===== src/inc/pin_mux_regs.vh =====
/*
  Constants for the reset-strapped parallel/host pin multiplexer.
  Assumes inclusion by bare name from the design files.
*/
`ifndef PIN_MUX_REGS_VH
`define PIN_MUX_REGS_VH

// ----------------------------------------------------------------------
// Mode encoding
// ----------------------------------------------------------------------
`define MODE_PARALLEL_IO    1'b0
`define MODE_MEMORY_HOST    1'b1
`define MODE_RESET_VALUE    1'b0

// ----------------------------------------------------------------------
// Bus selection register layout (read-only view)
// ----------------------------------------------------------------------
`define BUS_SEL_WIDTH       16
`define BUS_SEL_MODE_BIT    0

// ----------------------------------------------------------------------
// Parallel I/O line layout
// ----------------------------------------------------------------------
`define PIO_LINES           46
`define PIO_ADDR_LSB        0
`define PIO_DATA_LSB        4
`define PIO_CTRL_LSB        20
`define PIO_HDATA_LSB       36
`define PIO_HCTRL0          44
`define PIO_HCTRL1          45

// ----------------------------------------------------------------------
// Control pin positions in memory interface mode
// ----------------------------------------------------------------------
`define CTRL_READ           0
`define CTRL_OUT_EN         1
`define CTRL_WRITE          2
`define CTRL_READY          3
`define CTRL_CE_LSB         4
`define CTRL_BE_LSB         8
`define CTRL_CKE            12
`define CTRL_SYNC_OUTPUT_ENABLE_THREE           13
`define CTRL_HOLD           14
`define CTRL_HOLD_ACKNOWLEDGE          15

`endif


===== src/parallel_host_pin_mux.v =====
/*
  Reset-strapped pin multiplexer for the parallel port (address, data,
  control) and the host port (data, two controls).
  Assumes the memory interface, host port and parallel I/O block sit
  on clock_in, and that the strap pin is asynchronous.
*/
`timescale 1ns/1ps
`include "pin_mux_regs.vh"

// Overview of operation
// - Strap level sampled at reset release fixes the mode: low parallel I/O, high memory.
// - In parallel I/O mode low address and data pins are reserved and undriven.
// - Parallel I/O mode reads back as mode bit 0 in bus selection register.
// - Memory mode routes address 21..2 and data 31..0 one-to-one to pins.
// - Memory mode reads back as mode bit 1 in bus selection register.
// - Memory mode control pins carry strobes, ready, enables, clock enable, hold signals.
// - Parallel I/O mode: upper address, upper data, control pins map to lines 0..35.
// - Parallel I/O mode disables memory and host controllers from all pins.
// - Parallel I/O mode: host data to lines 43..36, host controls to 44, 45.
// - Memory mode: host data to host bus, controls to address strobe, byte identify.
// - Host address and data both travel over the eight host data pins.
// - Memory clock gated when unselected; disabled access errors when time-out enabled.
module parallel_host_pin_mux #(
  parameter ADDR_W = 20,
  parameter DATA_W = 32,
  parameter CTRL_W = 16,
  parameter HD_W   = 8
) (
  input  wire                     clock_in,
  input  wire                     reset_n_in,
  input  wire                     mux_mode_strap_pin_in,
  // Pads
  input  wire [ADDR_W-1:0]        addr_pin_in,
  output reg  [ADDR_W-1:0]        addr_pin_out,
  output reg  [ADDR_W-1:0]        addr_pin_oe_out,
  input  wire [DATA_W-1:0]        data_pin_in,
  output reg  [DATA_W-1:0]        data_pin_out,
  output reg  [DATA_W-1:0]        data_pin_oe_out,
  input  wire [CTRL_W-1:0]        ctrl_pin_in,
  output reg  [CTRL_W-1:0]        ctrl_pin_out,
  output reg  [CTRL_W-1:0]        ctrl_pin_oe_out,
  input  wire [HD_W-1:0]          host_data_pins_in,
  output reg  [HD_W-1:0]          host_data_pins_out,
  output reg  [HD_W-1:0]          host_data_pins_oe_out,
  input  wire                     host_control_pin_0_in,
  input  wire                     host_control_pin_1_in,
  // External memory interface side
  input  wire [ADDR_W-1:0]        mem_addr_in,
  input  wire [DATA_W-1:0]        mem_data_in,
  input  wire                     mem_data_oe_in,
  output reg  [DATA_W-1:0]        mem_data_out,
  input  wire                     mem_read_strobe_in,
  input  wire                     mem_output_strobe_in,
  input  wire                     mem_write_strobe_in,
  output reg                      memory_ready_input_out,
  input  wire [3:0]               mem_chip_enable_in,
  input  wire [3:0]               mem_byte_enable_in,
  input  wire                     sync_dram_clock_enable_in,
  input  wire                     sync_output_enable_three_in,
  input  wire                     mem_hold_request_in,
  output reg                      mem_hold_request_out,
  input  wire                     hold_acknowledge_in,
  output wire                     mem_clock_enable_out,
  // Host port interface side
  input  wire [HD_W-1:0]          host_data_in,
  input  wire                     host_data_oe_in,
  output reg  [HD_W-1:0]          host_data_out,
  output reg                      host_address_strobe_out,
  output reg                      host_byte_identify_out,
  output wire                     host_port_enable_out,
  // Parallel I/O block side
  input  wire [`PIO_LINES-1:0]    parallel_io_lines_data_in,
  input  wire [`PIO_LINES-1:0]    parallel_io_lines_dir_in,
  output reg  [`PIO_LINES-1:0]    parallel_io_lines_out,
  // Status and bus error
  input  wire                     peripheral_timeout_enable_in,
  input  wire                     disabled_access_in,
  output reg                      bus_error_out,
  output wire [`BUS_SEL_WIDTH-1:0] bus_selection_register_out
);

  localparam PIO_ADDR_W = 4;
  localparam PIO_DATA_W = 16;
  localparam ADDR_RSV_W = ADDR_W - PIO_ADDR_W;
  localparam DATA_RSV_W = DATA_W - PIO_DATA_W;

  wire strap_sync_level;
  reg  in_reset;
  reg  mode;
  reg  [ADDR_W-1:0] addr_s1;
  reg  [ADDR_W-1:0] addr_s2;
  reg  [DATA_W-1:0] data_s1;
  reg  [DATA_W-1:0] data_s2;
  reg  [CTRL_W-1:0] ctrl_s1;
  reg  [CTRL_W-1:0] ctrl_s2;
  reg  [HD_W+1:0]   host_s1;
  reg  [HD_W+1:0]   host_s2;

  // Free-running so the strap level is already valid while reset is held
  strap_sync u_strap_sync (
    .clock_in   (clock_in),
    .async_in   (mux_mode_strap_pin_in),
    .sync_out   (strap_sync_level)
  );

  // ----------------------------------------------------------------------
  // Mode capture: reset value during reset, loads strap at first cycle after
  // ----------------------------------------------------------------------
  always @(posedge clock_in) begin
    if (!reset_n_in) begin
      in_reset <= 1'b1;
      mode     <= `MODE_RESET_VALUE;
    end else begin
      in_reset <= 1'b0;
      if (in_reset) begin
        mode <= strap_sync_level;
      end
    end
  end

  assign bus_selection_register_out = {{(`BUS_SEL_WIDTH-1){1'b0}}, mode};
  assign mem_clock_enable_out       = (mode == `MODE_MEMORY_HOST);
  assign host_port_enable_out       = (mode == `MODE_MEMORY_HOST);

  // ----------------------------------------------------------------------
  // Pad input synchronisers
  // ----------------------------------------------------------------------
  always @(posedge clock_in) begin
    if (!reset_n_in) begin
      addr_s1 <= {ADDR_W{1'b0}};
      addr_s2 <= {ADDR_W{1'b0}};
      data_s1 <= {DATA_W{1'b0}};
      data_s2 <= {DATA_W{1'b0}};
      ctrl_s1 <= {CTRL_W{1'b0}};
      ctrl_s2 <= {CTRL_W{1'b0}};
      host_s1 <= {(HD_W+2){1'b0}};
      host_s2 <= {(HD_W+2){1'b0}};
    end else begin
      addr_s1 <= addr_pin_in;
      addr_s2 <= addr_s1;
      data_s1 <= data_pin_in;
      data_s2 <= data_s1;
      ctrl_s1 <= ctrl_pin_in;
      ctrl_s2 <= ctrl_s1;
      host_s1 <= {host_control_pin_1_in, host_control_pin_0_in, host_data_pins_in};
      host_s2 <= host_s1;
    end
  end

  // ----------------------------------------------------------------------
  // Registered routing
  // ----------------------------------------------------------------------
  always @(posedge clock_in) begin
    if (!reset_n_in) begin
      addr_pin_out            <= {ADDR_W{1'b0}};
      addr_pin_oe_out         <= {ADDR_W{1'b0}};
      data_pin_out            <= {DATA_W{1'b0}};
      data_pin_oe_out         <= {DATA_W{1'b0}};
      ctrl_pin_out            <= {CTRL_W{1'b0}};
      ctrl_pin_oe_out         <= {CTRL_W{1'b0}};
      host_data_pins_out      <= {HD_W{1'b0}};
      host_data_pins_oe_out   <= {HD_W{1'b0}};
      mem_data_out            <= {DATA_W{1'b0}};
      memory_ready_input_out  <= 1'b0;
      mem_hold_request_out    <= 1'b0;
      host_data_out           <= {HD_W{1'b0}};
      host_address_strobe_out <= 1'b0;
      host_byte_identify_out  <= 1'b0;
      parallel_io_lines_out   <= {`PIO_LINES{1'b0}};
      bus_error_out           <= 1'b0;
    end else if (mode == `MODE_MEMORY_HOST) begin
      addr_pin_out            <= mem_addr_in;
      addr_pin_oe_out         <= {ADDR_W{1'b1}};
      data_pin_out            <= mem_data_in;
      data_pin_oe_out         <= {DATA_W{mem_data_oe_in}};
      mem_data_out            <= data_s2;
      ctrl_pin_out            <= {hold_acknowledge_in, 1'b0, sync_output_enable_three_in,
                                  sync_dram_clock_enable_in, mem_byte_enable_in,
                                  mem_chip_enable_in, 1'b0, mem_write_strobe_in,
                                  mem_output_strobe_in, mem_read_strobe_in};
      ctrl_pin_oe_out         <= ~(({{(CTRL_W-1){1'b0}}, 1'b1} << `CTRL_READY) |
                                  ({{(CTRL_W-1){1'b0}}, 1'b1} << `CTRL_HOLD));
      memory_ready_input_out  <= ctrl_s2[`CTRL_READY];
      mem_hold_request_out    <= ctrl_s2[`CTRL_HOLD];
      host_data_pins_out      <= host_data_in;
      host_data_pins_oe_out   <= {HD_W{host_data_oe_in}};
      host_data_out           <= host_s2[HD_W-1:0];
      host_address_strobe_out <= host_s2[HD_W];
      host_byte_identify_out  <= host_s2[HD_W+1];
      parallel_io_lines_out   <= {`PIO_LINES{1'b0}};
      bus_error_out           <= 1'b0;
    end else begin
      // Controllers see idle inputs and never reach the pads
      mem_data_out            <= {DATA_W{1'b0}};
      memory_ready_input_out  <= 1'b0;
      mem_hold_request_out    <= 1'b0;
      host_data_out           <= {HD_W{1'b0}};
      host_address_strobe_out <= 1'b0;
      host_byte_identify_out  <= 1'b0;
      addr_pin_out            <= {parallel_io_lines_data_in[`PIO_ADDR_LSB +: PIO_ADDR_W],
                                  {ADDR_RSV_W{1'b0}}};
      addr_pin_oe_out         <= {parallel_io_lines_dir_in[`PIO_ADDR_LSB +: PIO_ADDR_W],
                                  {ADDR_RSV_W{1'b0}}};
      data_pin_out            <= {parallel_io_lines_data_in[`PIO_DATA_LSB +: PIO_DATA_W],
                                  {DATA_RSV_W{1'b0}}};
      data_pin_oe_out         <= {parallel_io_lines_dir_in[`PIO_DATA_LSB +: PIO_DATA_W],
                                  {DATA_RSV_W{1'b0}}};
      ctrl_pin_out            <= parallel_io_lines_data_in[`PIO_CTRL_LSB +: CTRL_W];
      ctrl_pin_oe_out         <= parallel_io_lines_dir_in[`PIO_CTRL_LSB +: CTRL_W];
      host_data_pins_out      <= parallel_io_lines_data_in[`PIO_HDATA_LSB +: HD_W];
      host_data_pins_oe_out   <= parallel_io_lines_dir_in[`PIO_HDATA_LSB +: HD_W];
      parallel_io_lines_out   <= {host_s2[HD_W+1], host_s2[HD_W], host_s2[HD_W-1:0], ctrl_s2,
                                  data_s2[DATA_W-1 -: PIO_DATA_W],
                                  addr_s2[ADDR_W-1 -: PIO_ADDR_W]};
      bus_error_out           <= disabled_access_in & peripheral_timeout_enable_in;
    end
  end

endmodule // parallel_host_pin_mux


===== src/strap_sync.v =====
/*
  Two-stage synchroniser for the mode strap pin.
  Assumes one clock domain; it has no reset, so it tracks the strap
  through reset and the level is settled when reset lifts.
*/
`timescale 1ns/1ps

module strap_sync (
  input  wire clock_in,
  input  wire async_in,
  output wire sync_out
);

  reg stage_a;
  reg stage_b;

  always @(posedge clock_in) begin
    stage_a <= async_in;
    stage_b <= stage_a;
  end

  assign sync_out = stage_b;

endmodule // strap_sync


===== config.mk =====
export PLATFORM = sky130hd
export DESIGN_NAME = parallel_host_pin_mux
export DESIGN_NICKNAME = d
export VERILOG_FILES = /design/src/parallel_host_pin_mux.v /design/src/strap_sync.v
export VERILOG_INCLUDE_DIRS = /design/src /design/src/inc
export SDC_FILE = /design/constraint.sdc
export NUM_CORES = 1
export LEC_CHECK = 0
export ABC_CLOCK_PERIOD_IN_PS = 1050
export BUFFER_PORTS_ARGS = -buffer_cell sky130_fd_sc_hd__buf_2
export CAP_MARGIN = 20
export CORE_AREA = 2 2 198 200
export DETAILED_ROUTE_END_ITERATION = 10
export DIE_AREA = 0 0 200 202
export SYNTH_ARGS = -nofsm -noshare
export SYNTH_HDL_FRONTEND = slang
export SYNTH_SLANG_ARGS = --single-unit

===== constraint.sdc =====
create_clock -name clock_in -period 1.05 [get_ports clock_in]
set_clock_uncertainty 0.1 [all_clocks]
set_input_delay 0.1575 -clock clock_in [delete_from_list [all_inputs] [get_ports clock_in]]
set_output_delay 0.1575 -clock clock_in [all_outputs]
set_load 0.02 [all_outputs]

==> impl_metrics.tcl <==
set metrics [dict create \
    status "finished, violations left" \
    violations "negative setup slack" \
    clock_path_buffers 3 \
    diodes 0 \
    timing.critical_path.slowest_cell_delay_ns 0.36 \
    drtPass1Iterations 4 \
    final_nets 1848 \
    worstPathCellList "buf_8 > buf_6" \
    die_w_um 200 \
    dp_hpwl_um 18800 \
    drtAntennaViolNets 0 \
    antenna_found_initial 0 \
    cp_slowest_cell "dfxtp_4" \
    drt_wl_total_um 37500 \
    setup_viol 465 \
    synthFlopType "dfxtp_1" \
    htreeDepth 2 \
    fin_crit_sh 1.36 \
    grt_pass1_wl_um 48900 \
    p_per_area_mw_per_mm2 1630 \
    synthCells 871 \
    via_per_inst 4.10 \
    overflow 0 \
    yosys_warnings 0 \
    peakVddDrop_uv 1220 \
    async_flop_share 0 \
    rows 72 \
    insertion_delay_ns 0.54 \
    finalCriticalPeriod_ns 1.43 \
    area_delta_synth_final_pct 92.9 \
    yosysTopAreaCellShare 0.680 \
    yosysSeqAreaShare 0.680 \
    first_iter_violations 297 \
    cts.clk_slew.worst_paths_ns 0.06 \
    cts_tree "yes" \
    synth_seq_cells 341 \
    critPathLaunchType "flop" \
    ios 513 \
    dieArea_mm2 0.0404 \
    syn_area_per_cell_um2 11.5 \
    drive_gt1_frac 0.550 \
    synth_area_leaders "dfxtp_1, and2_1, and3_1" \
    hold_viol_final 0 \
    cp-end-kind "primary output" \
    drv_cap 0 \
    p_leak_nw 8.91 \
    grt_pass1_vias 9245 \
    vias 8778 \
    cts_buffers 37 \
    clock-root-buffer "clkbuf_16" \
    yosysTopAreaCell "dfxtp_1" \
    hold_path.class "input pin to flop" \
    drt-wirelength-per-cell_um 17.5 \
    clock_sinks 341 \
    synth_cell_type_count 17 \
    grtUsageTotal 0.158 \
    synth_edf_count 0 \
    cp.required_ns 0.79 \
    fin_area_mm2 0.0194 \
    path_class "flop to primary output" \
    core_mm2 0.0383 \
    grt_max_degree 52 \
    drc_errors 0 \
    finalMaxSlewViolations 0 \
    synth_commonest_cells "dfxtp_1, and2_1, nor2_1" \
    fmax_ghz 0.700 \
    fin_ws_ns -0.378 \
    io_buffer_count 476 \
    synth_most_common_cell "dfxtp_1" \
    path_max_fanout 8 \
    initial_core_util 0.262 \
    die_h_um 202 \
    fin_setup_tns_ns -93.73 \
    rsz0062_at_grt "yes" \
    finalWeightedCongestion 0.860 \
    post_dp_cell_area_mm2 0.0129 \
    worstPathArrival_ns 1.17 \
    synth.cell_area_mm2 0.0100 \
]
## cell families (layout without fill, tap and decap cells)
family | count (synthesis) | count (layout) | synth area share
other | 1 | 15 | 0.000373
muxes | 43 | 43 | 0.0429
AOI/OAI and AO/OA | 24 | 24 | 0.0120
DFF | 341 | 341 | 0.680
and+or+nand+nor | 359 | 361 | 0.204
buffers and inverters | 103 | 840 | 0.0613
## path summary, 6_finish.rpt
kind                        start                   endpoint  slack (ns)  cells after the start
max           addr_pin_oe_out[15]        addr_pin_oe_out[15]       -0.38                      2
min                    reset_n_in                data_s1[10]        0.14                      3
max reg2reg  host_port_enable_out  parallel_io_lines_out[12]       -0.38                      5
min reg2reg  u_strap_sync.stage_a      u_strap_sync.sync_out        0.23                      0
## layout make-up
| type | instances | area, um2 |
|---|---|---|
| multi-input cells | 443 | 3050 |
| fillers | 3139 | 18900 |
| clock inverters | 15 | 193 |
| well taps | 518 | 648 |
| flip-flops and latches | 341 | 7100 |
| repair buffers | 772 | 7290 |
| clock buffers | 52 | 1080 |
| inverters | 1 | 3.75 |
## what timing repair did
action,in CTS,in global routing
setup endpoints to repair,441,559
hold buffers,231,0
endpoints found under the hold margin,191,0
gates resized for setup,666,154
cloned,4,18
buffers inserted,2,13
pin swaps,1,45
## state kept, by name, indices dropped and copies added, names as in the netlist, 5 cells and up
signal,count
ctrl_s2,16
ctrl_pin_out,16
mem_data_out,32
host_s2,10
parallel_io_lines_out,46
host_data_out,8
data_s1,32
ctrl_s1,16
host_data_pins_oe_out,8
data_s2,32
data_pin_out,32
host_s1,10
host_data_pins_out,8
ctrl_pin_oe_out,16
addr_pin_oe_out,5
data_pin_oe_out,17
addr_pin_out,20
## worst max-delay path: cells and delay by family (launching register included)
kind | cells | cell delay, ns
buffers and inverters | 2 | 0.27
flip-flops | 1 | 0.36
## metal layers
metal  vias to the layer above  wire length, um  GRT usage
li1                       4167                -          -
met1                      4107            14200      0.164
met2                       390            18700      0.280
met3                       114             2590     0.0439
met4                         0             1900     0.0955
met5                         -                0          0
## power by group
group,leakage (nW),switching (mW),internal [mW]
clock,0.617,5.33,8.23
combinational,5.41,1.80,2.37
sequential,2.89,0.240,13.5
## metrics by stage
stage / total power [mW] / std cells / util / hold slack [ns] / setup WS, ns
6_report: 31.5 / 2142 / 0.506 / 0.138 / -0.378
4_1_cts: 31.2 / 2111 / 0.479 / 0.168 / -0.383
5_1_grt: 32.7 / 2142 / 0.506 / 0.151 / -0.424
2_1_floorplan: 15.2 / 885 / - / 0.0852 / -0.0866
3_5_place_dp: 16.3 / 1807 / 0.337 / 0.163 / -0.177
3_3_place_gp: 16.2 / 1807 / 0.337 / 0.162 / -0.146
## layout by cell type (no fill, tap or decap), drive strengths merged
cell / count
nand2b: 24
clkinvlp: 4
buf: 529
dlymetal6s4s: 1
and2: 175
dfxtp: 341
conb: 15
clkbuf: 64
mux2i: 43
a21oi: 24
nor2: 80
clkinv: 6
dlygate4sd3: 230
and3: 77
and2b: 1
inv: 2
nand2: 4
bufinv: 4
Note: power is estimated with default switching activity, not from simulation.
